===== src/hdl/vdl_pkg.sv =====
// Shared constants and types for the video level control block
package vdl_pkg;

    // ****************************************
    // Widths
    // ****************************************
    localparam int unsigned CODE_W   = 8;
    localparam int unsigned APB_AW   = 12;
    localparam int unsigned APB_DW   = 32;
    localparam int unsigned CNT_W    = 16;
    localparam int unsigned BUF_DEPTH = 2;

    // ****************************************
    // Rates
    // ****************************************
    localparam int unsigned CLK_RATE_MHZ     = 100;
    localparam int unsigned PIX_RATE_MAX_MHZ = 75;
    // Least clock cycles between two accepted samples at the fastest pixel rate
    localparam int unsigned PIX_MIN_CYC =
        (CLK_RATE_MHZ + PIX_RATE_MAX_MHZ - 1) / PIX_RATE_MAX_MHZ;

    // ****************************************
    // Register offsets (byte addresses)
    // ****************************************
    localparam logic [APB_AW-1:0] OFS_CTRL   = 12'h000;
    localparam logic [APB_AW-1:0] OFS_STATUS = 12'h004;
    localparam logic [APB_AW-1:0] OFS_ACCEPT = 12'h008;
    localparam logic [APB_AW-1:0] OFS_STALL  = 12'h00C;

    // ****************************************
    // Control and status fields and reset values
    // ****************************************
    localparam int unsigned CTRL_EN_BIT  = 0;
    localparam int unsigned CTRL_PED_LSB = 1;
    localparam int unsigned CTRL_CLR_BIT = 3;
    localparam int unsigned STAT_S1_BIT   = 0;
    localparam int unsigned STAT_FULL_BIT = 1;
    localparam int unsigned STAT_OUTV_BIT = 2;
    localparam logic        CTRL_EN_RST  = 1'b1;

    // ****************************************
    // Codes
    // ****************************************
    localparam logic [CODE_W-1:0] CODE_WHITE = 8'hFF;
    localparam logic [CODE_W-1:0] CODE_ZERO  = 8'h00;

    // Static pedestal between black and blanking
    typedef enum logic [1:0] {
        PED_10_IRE = 2'b00,
        PED_7_IRE  = 2'b01,
        PED_0_IRE  = 2'b10
    } vdl_ped_e;
    localparam vdl_ped_e CTRL_PED_RST = PED_7_IRE;

    // Output level selection handed to the analog stage
    typedef enum logic [1:0] {
        LVL_ZERO      = 2'b00,
        LVL_BLANK     = 2'b01,
        LVL_DATA_SYNC = 2'b10,
        LVL_DATA      = 2'b11
    } vdl_level_e;

    // One resolved sample as it travels through the buffer
    typedef struct packed {
        logic [CODE_W-1:0] code;
        vdl_level_e        level;
        logic              boost;
    } vdl_sample_s;

    localparam int unsigned SAMPLE_W = $bits(vdl_sample_s);

endpackage


===== src/hdl/vdl_buf.sv =====
// Small FIFO with valid/ready on both sides and read data muxed straight from the storage registers
module vdl_buf #(
    parameter int unsigned W     = 8,
    parameter int unsigned DEPTH = 2
) (
    // Clock and reset
    input  wire logic         clk_sys_i,
    input  wire logic         rstn_i,
    // Fill side
    input  wire logic         in_valid_i,
    output logic              in_ready_o,
    input  wire logic [W-1:0] in_data_i,
    // Drain side
    output logic              out_valid_o,
    input  wire logic         out_ready_i,
    output logic [W-1:0]      out_data_o
);

    localparam int unsigned PW = (DEPTH > 1) ? $clog2(DEPTH) : 1;

    initial begin
        if (DEPTH < 2 || (DEPTH & (DEPTH - 1)) != 0 || W < 1) begin
            $error("vdl_buf: DEPTH must be a power of two of at least 2");
        end
    end

    typedef struct packed {
        logic [DEPTH-1:0][W-1:0] mem;
        logic [PW-1:0]           wr;
        logic [PW-1:0]           rd;
        logic [PW:0]             cnt;
    } vdl_buf_s;

    vdl_buf_s st;
    vdl_buf_s next_st;
    logic     push;
    logic     pop;

    assign in_ready_o  = (st.cnt != DEPTH[PW:0]);
    assign out_valid_o = (st.cnt != '0);
    assign out_data_o  = st.mem[st.rd];
    assign push        = in_valid_i && in_ready_o;
    assign pop         = out_valid_o && out_ready_i;

    always_comb begin
        next_st = st;
        if (push) begin
            next_st.mem[st.wr] = in_data_i;
            next_st.wr         = st.wr + 1'b1;
        end
        if (pop) begin
            next_st.rd = st.rd + 1'b1;
        end
        case ({push, pop})
            2'b10:   next_st.cnt = st.cnt + 1'b1;
            2'b01:   next_st.cnt = st.cnt - 1'b1;
            default: next_st.cnt = st.cnt;
        endcase
    end

    always_ff @(posedge clk_sys_i or negedge rstn_i) begin
        if (!rstn_i) begin
            st <= '0;
        end else begin
            st <= next_st;
        end
    end

endmodule


===== src/hdl/vdl_level_ctrl.sv =====
// Pixel and control capture, level resolution and APB registers of the video converter
//
// The APB slave port and the address map were left to the implementer.
module vdl_level_ctrl #(
    parameter int unsigned BUF_DEPTH = vdl_pkg::BUF_DEPTH
) (
    // Clock and reset
    input  wire logic                        clk_sys_i,
    input  wire logic                        rstn_i,
    // APB slave
    input  wire logic                        psel_i,
    input  wire logic                        penable_i,
    input  wire logic                        pwrite_i,
    input  wire logic [vdl_pkg::APB_AW-1:0]  paddr_i,
    input  wire logic [vdl_pkg::APB_DW-1:0]  pwdata_i,
    output logic      [vdl_pkg::APB_DW-1:0]  prdata_o,
    output logic                             pready_o,
    output logic                             pslverr_o,
    // Pixel input stream
    input  wire logic                        pix_valid_i,
    output logic                             pix_ready_o,
    input  wire logic [vdl_pkg::CODE_W-1:0]  pixel_code_i,
    input  wire logic                        blank_n_i,
    input  wire logic                        sync_n_i,
    input  wire logic                        ref_white_n_i,
    input  wire logic                        boost_n_i,
    // Converter side
    output logic                             dac_valid_o,
    input  wire logic                        dac_ready_i,
    output logic      [vdl_pkg::CODE_W-1:0]  dac_code_o,
    output vdl_pkg::vdl_level_e              dac_level_o,
    output logic                             dac_boost_o,
    output vdl_pkg::vdl_ped_e                pedestal_o
);

    import vdl_pkg::*;

    initial begin
        if (BUF_DEPTH < 2) begin
            $error("vdl_level_ctrl: BUF_DEPTH below 2 cannot absorb a stall");
        end
    end

    // ****************************************
    // State
    // ****************************************
    typedef struct packed {
        logic              s1_valid;
        logic [CODE_W-1:0] s1_code;
        logic              s1_blank_n;
        logic              s1_sync_n;
        logic              s1_white_n;
        logic              s1_boost_n;
        logic              ctrl_en;
        vdl_ped_e          ctrl_ped;
        logic [APB_DW-1:0] rdata;
        logic              slverr;
        logic [CNT_W-1:0]  acc_cnt;
        logic [CNT_W-1:0]  stall_cnt;
    } vdl_state_s;

    vdl_state_s  st;
    vdl_state_s  next_st;
    vdl_sample_s res;
    vdl_sample_s buf_out;
    logic        buf_in_ready;
    logic        take;
    logic        setup_ph;
    logic        access_ph;
    logic        wr_ctrl;
    logic        clr_cnt;

    // ****************************************
    // Level resolution
    // ****************************************
    function automatic vdl_sample_s resolve(
        input logic [CODE_W-1:0] code,
        input logic              blank_n,
        input logic              sync_n,
        input logic              white_n,
        input logic              boost_n,
        input logic              en
    );
        vdl_sample_s s;
        s.code  = code;
        s.level = LVL_DATA;
        s.boost = 1'b0;
        if (!blank_n || !en) begin
            // Data, white and boost ignored while blanking
            s.code  = CODE_ZERO;
            s.level = sync_n ? LVL_BLANK : LVL_ZERO;
        end else begin
            if (!white_n) begin
                s.code = CODE_WHITE;
            end
            s.level = sync_n ? LVL_DATA : LVL_DATA_SYNC;
            s.boost = !boost_n;
        end
        return s;
    endfunction

    assign res = resolve(st.s1_code, st.s1_blank_n, st.s1_sync_n,
                         st.s1_white_n, st.s1_boost_n, st.ctrl_en);

    // ****************************************
    // Input stage
    // ****************************************
    // Stage advances whenever the buffer can take the resolved sample
    assign pix_ready_o = !st.s1_valid || buf_in_ready;
    assign take        = pix_valid_i && pix_ready_o;

    // ****************************************
    // APB decode
    // ****************************************
    assign setup_ph  = psel_i && !penable_i;
    assign access_ph = psel_i && penable_i;
    assign pready_o  = 1'b1;
    assign prdata_o  = st.rdata;
    assign pslverr_o = st.slverr;
    assign wr_ctrl   = access_ph && pwrite_i && (paddr_i == OFS_CTRL);
    assign clr_cnt   = wr_ctrl && pwdata_i[CTRL_CLR_BIT];

    function automatic logic addr_mapped(input logic [APB_AW-1:0] a);
        return (a == OFS_CTRL) || (a == OFS_STATUS) ||
               (a == OFS_ACCEPT) || (a == OFS_STALL);
    endfunction

    always_comb begin
        next_st = st;

        // Pixel and controls captured together
        if (take) begin
            next_st.s1_code    = pixel_code_i;
            next_st.s1_blank_n = blank_n_i;
            next_st.s1_sync_n  = sync_n_i;
            next_st.s1_white_n = ref_white_n_i;
            next_st.s1_boost_n = boost_n_i;
        end
        if (pix_ready_o) begin
            next_st.s1_valid = take;
        end

        // Activity counters saturate
        if (clr_cnt) begin
            next_st.acc_cnt   = '0;
            next_st.stall_cnt = '0;
        end else begin
            if (take && st.acc_cnt != '1) begin
                next_st.acc_cnt = st.acc_cnt + 1'b1;
            end
            if (pix_valid_i && !pix_ready_o && st.stall_cnt != '1) begin
                next_st.stall_cnt = st.stall_cnt + 1'b1;
            end
        end

        // Read data and error prepared in the setup phase
        if (setup_ph) begin
            next_st.rdata  = '0;
            next_st.slverr = !addr_mapped(paddr_i);
            if (!pwrite_i) begin
                case (paddr_i)
                    OFS_CTRL: begin
                        next_st.rdata[CTRL_EN_BIT]                = st.ctrl_en;
                        next_st.rdata[CTRL_PED_LSB +: 2]          = st.ctrl_ped;
                    end
                    OFS_STATUS: begin
                        next_st.rdata[STAT_S1_BIT]   = st.s1_valid;
                        next_st.rdata[STAT_FULL_BIT] = !buf_in_ready;
                        next_st.rdata[STAT_OUTV_BIT] = dac_valid_o;
                    end
                    OFS_ACCEPT: begin
                        next_st.rdata[CNT_W-1:0] = st.acc_cnt;
                    end
                    OFS_STALL: begin
                        next_st.rdata[CNT_W-1:0] = st.stall_cnt;
                    end
                    default: begin
                        next_st.rdata = '0;
                    end
                endcase
            end
        end

        // Control write takes effect at the access edge
        if (wr_ctrl) begin
            next_st.ctrl_en = pwdata_i[CTRL_EN_BIT];
            case (pwdata_i[CTRL_PED_LSB +: 2])
                PED_10_IRE: next_st.ctrl_ped = PED_10_IRE;
                PED_7_IRE:  next_st.ctrl_ped = PED_7_IRE;
                PED_0_IRE:  next_st.ctrl_ped = PED_0_IRE;
                default:    next_st.ctrl_ped = st.ctrl_ped;
            endcase
        end
    end

    always_ff @(posedge clk_sys_i or negedge rstn_i) begin
        if (!rstn_i) begin
            st            <= '0;
            st.s1_blank_n <= 1'b0;
            st.s1_sync_n  <= 1'b1;
            st.s1_white_n <= 1'b1;
            st.s1_boost_n <= 1'b1;
            st.ctrl_en    <= CTRL_EN_RST;
            st.ctrl_ped   <= CTRL_PED_RST;
        end else begin
            st <= next_st;
        end
    end

    // ****************************************
    // Output buffer
    // ****************************************
    // Stalls on the converter side back up into the input stage
    vdl_buf #(
        .W     (SAMPLE_W),
        .DEPTH (BUF_DEPTH)
    ) u_buf (
        .clk_sys_i   (clk_sys_i),
        .rstn_i      (rstn_i),
        .in_valid_i  (st.s1_valid),
        .in_ready_o  (buf_in_ready),
        .in_data_i   (res),
        .out_valid_o (dac_valid_o),
        .out_ready_i (dac_ready_i),
        .out_data_o  (buf_out)
    );

    // Code, level and boost leave the same buffer register; the pedestal comes straight from the control register
    assign dac_code_o  = buf_out.code;
    assign dac_level_o = buf_out.level;
    assign dac_boost_o = buf_out.boost;
    assign pedestal_o  = st.ctrl_ped;

endmodule


===== config.mk =====
export PLATFORM = sky130hd
export DESIGN_NAME = vdl_level_ctrl
export DESIGN_NICKNAME = d
export VERILOG_FILES = /design/src/hdl/vdl_pkg.sv /design/src/hdl/vdl_buf.sv /design/src/hdl/vdl_level_ctrl.sv
export SDC_FILE = /design/constraint.sdc
export NUM_CORES = 1
export LEC_CHECK = 0
export BUFFER_PORTS_ARGS = -buffer_cell sky130_fd_sc_hd__buf_2
export CAP_MARGIN = 20
export CORE_MARGIN = 1.5
export CORE_UTILIZATION = 54
export DETAILED_ROUTE_END_ITERATION = 10
export GPL_TIMING_DRIVEN = 1
export HOLD_SLACK_MARGIN = 0.15
export PLACE_DENSITY = 0.79
export SYNTH_ARGS = -nofsm -noshare
export SYNTH_HDL_FRONTEND = slang
export SYNTH_SLANG_ARGS = --single-unit

===== constraint.sdc =====
create_clock -name clk_sys_i -period 2.4 [get_ports clk_sys_i]
set_clock_uncertainty 0.1 [all_clocks]
set_input_delay 0.48 -clock clk_sys_i [delete_from_list [all_inputs] [get_ports clk_sys_i]]
set_output_delay 0.48 -clock clk_sys_i [all_outputs]
set_load 0.03 [all_outputs]

==> results_dict.tcl, run 1 <==
set metrics [dict create \
    synthesis.area_um2 4790 \
    grt_pass1_wl_mm 15.9 \
    slew_headroom_pct 58.0 \
    ys_warn_count 0 \
    end_kind "primary output" \
    synth_compound_area_share_pct 7.33 \
    r2r-start "st[0]" \
    critPathTopFamily "flip-flops" \
    routedWlPerCell_um 15.8 \
    routed_via_density 5.64 \
    clock_path_buffers 2 \
    start_util_pct 55.2 \
    drt-met1-wl_mm 3.92 \
    maxCapViolCount 0 \
    first_iter_violations 208 \
    drt_wl_total_mm 9.47 \
    finalHoldViolations 0 \
    drc 0 \
    maxUsedRoutingLayer "met4" \
    synth_area_leader_cell "dfrtp_1" \
    port_buffers 66 \
    cts_tree "built" \
    worst_slew_pin_slew_ps 628 \
    grt_pass1_vias 3489 \
    hold_start "pwdata_i[0]" \
    synth-edff-count 0 \
    hold_end "st[67]" \
    synth_ff_type "dfrtp_1" \
    overflow 0 \
    met2_length_mm 4.77 \
    dieArea_um2 9450 \
    crit_fanout 13 \
    place_ws_ps 98.0 \
    die_w_um 97.2 \
    run_status "completed" \
    worstSetupPathType "reg2out" \
    synth_area_per_cell_um2 11.0 \
    path_buf_inv 1 \
    finalCriticalPeriod_ps 2230 \
    drive_above_1_share_pct 31.8 \
    synth.most_common_cell "dfrtp_1" \
    setup_ws_ps 167 \
    slew_violations 0 \
    drtAntennaViolNets 0 \
    die_y_um 97.2 \
    clk_pin_slew_worst_paths_ps 80 \
    first_pass_iters 4 \
    grt_use_total_pct 20.9 \
    clock_latency_ps 360 \
    r2r_cells 6 \
    area_delta_synth_final_pct 9.60 \
    gp_congestion 0.843 \
    synth_commonest_cells "dfrtp_1 (86), mux2_2 (42), buf_4 (40), nor2_1 (38), nand2_1 (26)" \
    nFillCells 688 \
    ir_worst_vdd_mv 0.392 \
    num_vias 3378 \
    cts-htree-levels 3 \
    synth-seq-cells 91 \
    crit_path_top_delay_cell "dfrtp_1" \
    core_um2 8680 \
    cp-start-kind "flop" \
    crit_arrival_ps 1650 \
    fmax_ghz 0.448 \
    ctsHoldBuffers 1 \
    cts-resized-gates 0 \
    yosysUniqueCellTypes 55 \
    required_ps 1820 \
    wl_met3_um 583 \
    p_per_area_nw_per_um2 779 \
    crit_start "u_buf.st[2]" \
    worstHoldPathCells 2 \
    synth_top_area_share_pct 44.9 \
    reg2reg_setup_slack_ps 280 \
    cts_root_buf "clkbuf_8" \
    place_hpwl_mm 6.96 \
    synth_seq_area_share_pct 47.6 \
    yosys.area_share.adder_pct 0.783 \
    synth_xor_area_share_pct 5.30 \
    clock_sinks 91 \
    rsz0062_at_grt "false" \
    post_cts.repair.setup_buffers 0 \
    synth_top_family_by_area "simple AND/OR/NAND/NOR gates" \
    reg2reg_to "st[14]" \
    grt_max_degree 47 \
    rows 34 \
    antenna_found_initial 0 \
    finalSetupViolCount 0 \
    synthMuxAreaShare_pct 14.8 \
    hp-class "in2reg" \
    pin_count 112 \
    fin_setup_tns_ps 0 \
    path_cells "mux2_2, buf_2" \
    p_leak_uw 0.00253 \
    ys_async_sr_fraction_pct 100 \
    synth.area.top_cells "dfrtp_1 (45%), mux2_2 (9.9%), buf_4 (6.3%)" \
    cts_inserted_buffers 9 \
    antenna_cells 0 \
    synth-simple-area-share_pct 14.9 \
    layout.nets 552 \
    slowest_delay_ps 710 \
    post-route-period-util_pct 93.0 \
    syn_inst 435 \
]
layout make-up:
cell class,count,area (µm²),share of cell area [%]
clock buffers,12,135,2.57
clock inverters,4,76.3,1.45
inverters,13,48.8,0.929
multi-input cells,294,2130,40.6
flip-flops and latches,91,2280,43.5
well taps,108,135,2.57
repair buffers,77,443,8.43
logic make-up (layout without fill, tap and decap cells):
family,after synthesis,count (layout)
AOI/OAI and AO/OA,55,55
xor gates and xnor gates,29,29
adders and majority gates,3,3
buffers and inverters,65,106
DFF,91,91
muxes,62,62
other,2,17
and+or+nand+nor,128,128
worst max-delay path by stage:
stage                    endpoint  slack, ps  cells past startpoint
floorplan                  st[71]        250                      5
global placement     prdata_o[13]        190                      6
detailed placement   prdata_o[14]        100                      6
CTS                   dac_boost_o        140                      2
global route        dac_code_o[1]         90                      2
finish              dac_code_o[0]        170                      2
report_power, final:
group	internal, µW	total [µW]	switching [µW]
registers	1750	2020	268
logic	456	973	518
clock network	590	1100	511
sequential cells by signal, indices dropped and copies added, names as in the netlist:
signal and flops:
pedestal_o 2, prdata_o 16, pslverr_o 1, st 46, u_buf.st 26
stage by stage:
step | util (%) | power (µW) | cell area (µm²) | std cells | hold WS (ps)
2_1_floorplan | - | 2730 | 4850 | 450 | 84.4
3_3_place_gp | 58.0 | 2950 | 5030 | 582 | 361
3_5_place_dp | 58.0 | 3010 | 5030 | 582 | 362
4_1_cts | 60.6 | 4120 | 5260 | 599 | 226
5_1_grt | 60.6 | 4300 | 5260 | 599 | 238
6_report | 60.6 | 4090 | 5260 | 599 | 239
placed cells by master, fill, tap and decap left out, types with 13 or more instances in the layout:
cell	Yosys	layout
conb_1	2	17
inv_1	13	13
a21oi_1	14	14
mux2i_1	16	16
buf_2	3	65
mux2_2	42	42
nor2_1	38	38
nand2_1	26	26
dfrtp_1	86	86
xnor2_1	21	21
layer usage:
layer  GRT usage, %  vias to the layer above
li1               -                     1580
met1           25.9                     1678
met2           36.0                       99
met3           4.39                       21
met4           8.13                        0
met5              0                        -
No activity file was read; power rests on OpenSTA's default activity.
==> run 2: changes to the inputs <==
- CAP_MARGIN: 20 -> 10
- CELL_PAD_IN_SITES_DETAIL_PLACEMENT: default -> 0
- CELL_PAD_IN_SITES_GLOBAL_PLACEMENT: default -> 2
- CORE_UTILIZATION: 54 -> 34
- PLACE_DENSITY: 0.79 -> 0.78
- clock period: 2.4 -> 2.43 ns (I/O delays scaled with it)
==> run 2 against run 1 <==
Sequential share of layout area is 1.5 points lower. Combinational power fell by 2%. Sequential cell count unchanged. Via count down 3.0%. First-iteration DRC count shrank 8.7%. Critical path depth stayed put. Non-clock buffer count unchanged. Clock power is 32% higher.
==> results_dict.tcl, run 2 (same netlist as run 1, synthesis figures left out) <==
set metrics [dict create \
    multiInputGateArea_um2 2130 \
    place_hpwl_mm 7.46 \
    cts_tree "built" \
    clkPwrFrac_pct 32.9 \
    slew_violations 0 \
    crit_fanout 13 \
    p_per_area_nw_per_um2 807 \
    drt_wl_total_mm 10.1 \
    gp_congestion 0.729 \
    p_seq_share_pct 45.3 \
    end_kind "primary output" \
    drc 0 \
    cts_root_buf "clkbuf_16" \
    grt_pass1_wl_mm 16.7 \
    first_iter_violations 190 \
    reg2reg_setup_slack_ps 350 \
    use_met3_pct 2.39 \
    stdcell_area_um2 5450 \
    start_util_pct 34.7 \
    total_power_uw 4390 \
    cts-htree-levels 3 \
    slowest_delay_ps 730 \
    antenna_cells 0 \
    finalHoldViolations 0 \
    die_y_um 122 \
    clk_pin_slew_worst_paths_ps 60 \
    clock_sinks 91 \
    pin_count 112 \
    core_um2 13800 \
    worst_slew_pin_slew_ps 662 \
    r2r-start "st[0]" \
    r2r_cells 6 \
    maxCapViolCount 0 \
    grt_pass1_vias 3312 \
    layout_common_cells "dfrtp_1 (86), buf_2 (65), mux2_2 (42)" \
    regArea_um2 2280 \
    rsz0062_at_grt "false" \
    reg2reg_to "st[14]" \
    fmax_ghz 0.445 \
    finalSetupViolCount 0 \
    slew_headroom_pct 55.7 \
    run_status "completed" \
    rows 43 \
    clock_path_buffers 2 \
    ir_worst_vdd_mv 0.379 \
    largest-register "st" \
    met2_usage_pct 23.1 \
    grt_max_degree 44 \
    antenna_found_initial 0 \
    required_ps 1840 \
    layout.nets 552 \
    first_pass_iters 4 \
    num_vias 3276 \
    hold_end "st[67]" \
    drive_above_1_share_pct 32.4 \
    port_buffers 66 \
    switching_power_uw 1380 \
    grtUsageMet1_pct 20.0 \
    combPwrFrac_pct 21.7 \
    area_delta_synth_final_pct 13.6 \
    cts_inserted_buffers 9 \
    fin_util_pct 39.4 \
    placed_cells 654 \
    swShare_pct 31.4 \
    worstSetupPathType "reg2out" \
    top_usage_layer "met2" \
    largest_register_ffs 46 \
    crit_arrival_ps 1660 \
    p_leak_uw 0.00258 \
    dieArea_um2 14800 \
    cts-resized-gates 0 \
    clock_latency_ps 340 \
    post-route-period-util_pct 92.4 \
    crit_path_top_delay_cell "dfrtp_1" \
    path_buf_inv 1 \
    worstHoldPathCells 2 \
    finalCriticalPeriod_ps 2240 \
    hold_start "pwdata_i[0]" \
    fin_setup_tns_ps 0 \
    die_w_um 122 \
    power.internal_uw 3010 \
    final_cells 671 \
    path_cells "mux2_2, buf_2" \
    overflow 0 \
    nFillCells 1355 \
    grt_use_total_pct 14.5 \
    drtAntennaViolNets 0 \
    placed_area_um2 5120 \
    routed_via_density 4.88 \
    final_common_cell "dfrtp_1" \
    cp-start-kind "flop" \
    routedWlPerCell_um 15.1 \
    hp-class "in2reg" \
    critPathTopFamily "flip-flops" \
]
[run 2: power groups by stage]
| stage | registers (µW) | logic, µW | clock network, µW |
|---|---|---|---|
| floorplan | 1900 | 794 | 0 |
| detailed placement | 2020 | 966 | 0 |
| global placement | 2010 | 942 | 0 |
| CTS | 1990 | 973 | 1480 |
| finish | 1990 | 955 | 1450 |
| global route | 2030 | 1060 | 1540 |
[run 2: worst register-to-register path, cell delays in order (launching register included)]
cell,delay [ps]
dfrtp_1,420
ha_1,220
and3_1,390
and4_1,310
nor4b_1,320
xnor2_1,170
nor2_1,60
[run 2: cell type report]
cell class                      count  area share, %
Sequential cell                    91           41.9
Multi-Input combinational cell    294           39.2
Timing Repair Buffer               77           8.13
Clock buffer                       10           4.39
Tap cell                          180           4.14
Clock inverter                      6           1.36
Inverter                           13          0.896
[run 2: layer usage]
| metal | share of wire, % | vias up |
|---|---|---|
| li1 | - | 1587 |
| met1 | 47 | 1610 |
| met2 | 47 | 68 |
| met3 | 4.5 | 11 |
| met4 | 1.5 | 0 |
| met5 | 0 | - |
[run 2: stage by stage]
stage / setup slack, ps / hold slack [ps]
after detailed placement: 44.8 / 295
after CTS: 160 / 259
after floorplan: 279 / 90.4
final: 185 / 264
after global placement: 89.9 / 298
after global routing: 96.7 / 267
[run 2: worst max-delay path by stage]
stage / slack, ps / end / cells past startpoint / startpoint
global route: 100 / dac_code_o[3] / 2 / u_buf.st[2]
CTS: 160 / dac_code_o[6] / 2 / u_buf.st[2]
global placement: 90 / prdata_o[13] / 6 / paddr_i[7]
detailed placement: 40 / prdata_o[14] / 6 / paddr_i[7]
finish: 190 / dac_code_o[4] / 2 / u_buf.st[2]
floorplan: 280 / st[71] / 5 / u_buf.st[0]
[run 2: timing repair]
item	4_1_cts	5_1_grt
setup buffers	0	0
endpoints found under the hold margin	20	0
hold buffers	1	0
==> run 3: changes to the inputs <==
--- a/config.mk
+++ b/config.mk
@@ -16,4 +16,5 @@
 export HOLD_SLACK_MARGIN = 0.15
 export PLACE_DENSITY = 0.78
+export RECOVER_POWER = 25
 export SYNTH_ARGS = -nofsm -noshare
 export SYNTH_HDL_FRONTEND = slang
--- a/constraint.sdc
+++ b/constraint.sdc
@@ -3,3 +3,3 @@
 set_input_delay 0.486 -clock clk_sys_i [delete_from_list [all_inputs] [get_ports clk_sys_i]]
 set_output_delay 0.486 -clock clk_sys_i [all_outputs]
-set_load 0.03 [all_outputs]
+set_load 0.005 [all_outputs]
==> run 3 against run 2 <==
Register-to-register slack about the same. Die area stayed put. Design area is 0.28% lower. Largest cell class unchanged. Global-route usage unchanged. Via count decreased by 0.31%. Setup slack better by 51 ps. First-iteration DRC count down 2.6%. Largest power group unchanged. Sequential share of layout area is 0.12 points higher.
==> results_dict.tcl, run 3 (same netlist as run 1, synthesis figures left out) <==
set metrics [dict create \
    run_status "completed" \
    cts-htree-levels 3 \
    regArea_um2 2280 \
    cts_inserted_buffers 9 \
    layout.nets 552 \
    place_hpwl_mm 7.46 \
    grt_pass1_wl_mm 16.7 \
    hold_end "st[67]" \
    maxCapViolCount 0 \
    slew_violations 0 \
    reg2reg_setup_slack_ps 350 \
    first_iter_violations 185 \
    multiInputGateArea_um2 2130 \
    ir_worst_vdd_mv 0.379 \
    core_um2 13800 \
    power.internal_uw 3010 \
    total_power_uw 4300 \
    final_common_cell "dfrtp_1" \
    die_w_um 122 \
    maxUsedRoutingLayer "met4" \
    rsz0062_at_grt "false" \
    switching_power_uw 1290 \
    post_cts.repair.setup_buffers 0 \
    required_ps 1840 \
    grt_use_total_pct 14.5 \
    routed_via_density 4.87 \
    r2r_cells 6 \
    post-route-period-util_pct 90.3 \
    drive_above_1_share_pct 32.4 \
    worstSetupPathType "reg2out" \
    cts_root_buf "clkbuf_16" \
    r2r-start "st[0]" \
    drc 0 \
    fin_util_pct 39.3 \
    crit_fanout 13 \
    grt_max_degree 44 \
    routedWlPerCell_um 15.1 \
    worst_slew_pin_slew_ps 1040 \
    swShare_pct 30.1 \
    largest_register_ffs 46 \
    cts_tree "built" \
    wl_met3_um 457 \
    met2_length_mm 4.77 \
    p_per_area_nw_per_um2 792 \
    worstHoldPathCells 2 \
    overflow 0 \
    setup_ws_ps 236 \
    crit_arrival_ps 1610 \
    reg2reg_to "st[14]" \
    combPwrFrac_pct 20.1 \
    largest-register "st" \
    clock_path_buffers 2 \
    antenna_found_initial 0 \
    num_vias 3266 \
    finalCriticalPeriod_ps 2190 \
    slew_headroom_pct 30.6 \
    cp-start-kind "flop" \
    die_y_um 122 \
    grt_pass1_vias 3312 \
    finalSetupViolCount 0 \
    hp-class "in2reg" \
    p_leak_uw 0.00257 \
    nFillCells 1357 \
    dieArea_um2 14800 \
    area_delta_synth_final_pct 13.3 \
    clock_latency_ps 340 \
    fmax_ghz 0.456 \
    layout_common_cells "dfrtp_1 (86), buf_2 (65), mux2_2 (42)" \
    clock_sinks 91 \
    finalHoldViolations 0 \
    clkPwrFrac_pct 33.6 \
    pin_count 112 \
    hold_start "pwdata_i[0]" \
    drt-met1-wl_mm 4.72 \
    gp_congestion 0.729 \
    drt_wl_total_mm 10.1 \
    antenna_cells 0 \
    port_buffers 66 \
    fin_setup_tns_ps 0 \
    cts-resized-gates 0 \
    end_kind "primary output" \
    start_util_pct 34.7 \
    first_pass_iters 4 \
    place_ws_ps 44.8 \
    drtAntennaViolNets 0 \
    rows 43 \
    clk_pin_slew_worst_paths_ps 60 \
    p_seq_share_pct 46.3 \
]
## run 3: cell types whose count changed in the layout (fill, tap and decap cells not counted)
cell      delta
clkbuf_2     +1
buf_12       -1
## run 3: final cells by class
cell class              count  share of cell area [%]
flip-flops and latches     91                    42.0
inverters                  13                   0.898
clock buffers              10                    4.40
multi-input cells         294                    39.3
repair buffers             77                    7.88
clock inverters             6                    1.36
well taps                 180                    4.15
## run 3: worst max-delay path, stage by stage (launching register included)
cell and delay, ps:
dfrtp_1 730, mux2_2 410, buf_2 130
## run 3: worst max-delay path by stage
stage / startpoint / endpoint / cells after the start
after global placement: paddr_i[7] / prdata_o[13] / 6
after global routing: u_buf.st[2] / dac_code_o[3] / 2
final: u_buf.st[2] / dac_code_o[4] / 2
after CTS: u_buf.st[2] / dac_code_o[6] / 2
after floorplan: paddr_i[7] / st[67] / 3
after detailed placement: paddr_i[7] / prdata_o[14] / 6
## run 3: routing by layer
layer	vias up	track usage, %
li1	1585	-
met1	1608	20.0
met2	63	23.1
met3	10	2.39
met4	0	5.37
met5	-	0
## run 3: power by group through the flow
stage	Combinational [µW]	Sequential (µW)	Clock, µW
after floorplan	710	1900	0
after global placement	856	2010	0
after detailed placement	879	2020	0
after CTS	886	1990	1480
after global routing	971	2030	1540
final	864	1990	1450
## run 3: timing repair
item / 4_1_cts / 5_1_grt
setup endpoints to repair: 0 / 0
endpoints found under the hold margin: 20 / 0
hold buffers: 1 / 0
## run 3: stage by stage
step / area [µm²] / hold WS, ps / instances
2_1_floorplan: 4850 / 90.4 / 450
6_report: 5430 / 263 / 671
4_1_cts: 5450 / 259 / 671
5_1_grt: 5430 / 267 / 671
3_3_place_gp: 5120 / 298 / 654
3_5_place_dp: 5120 / 295 / 654
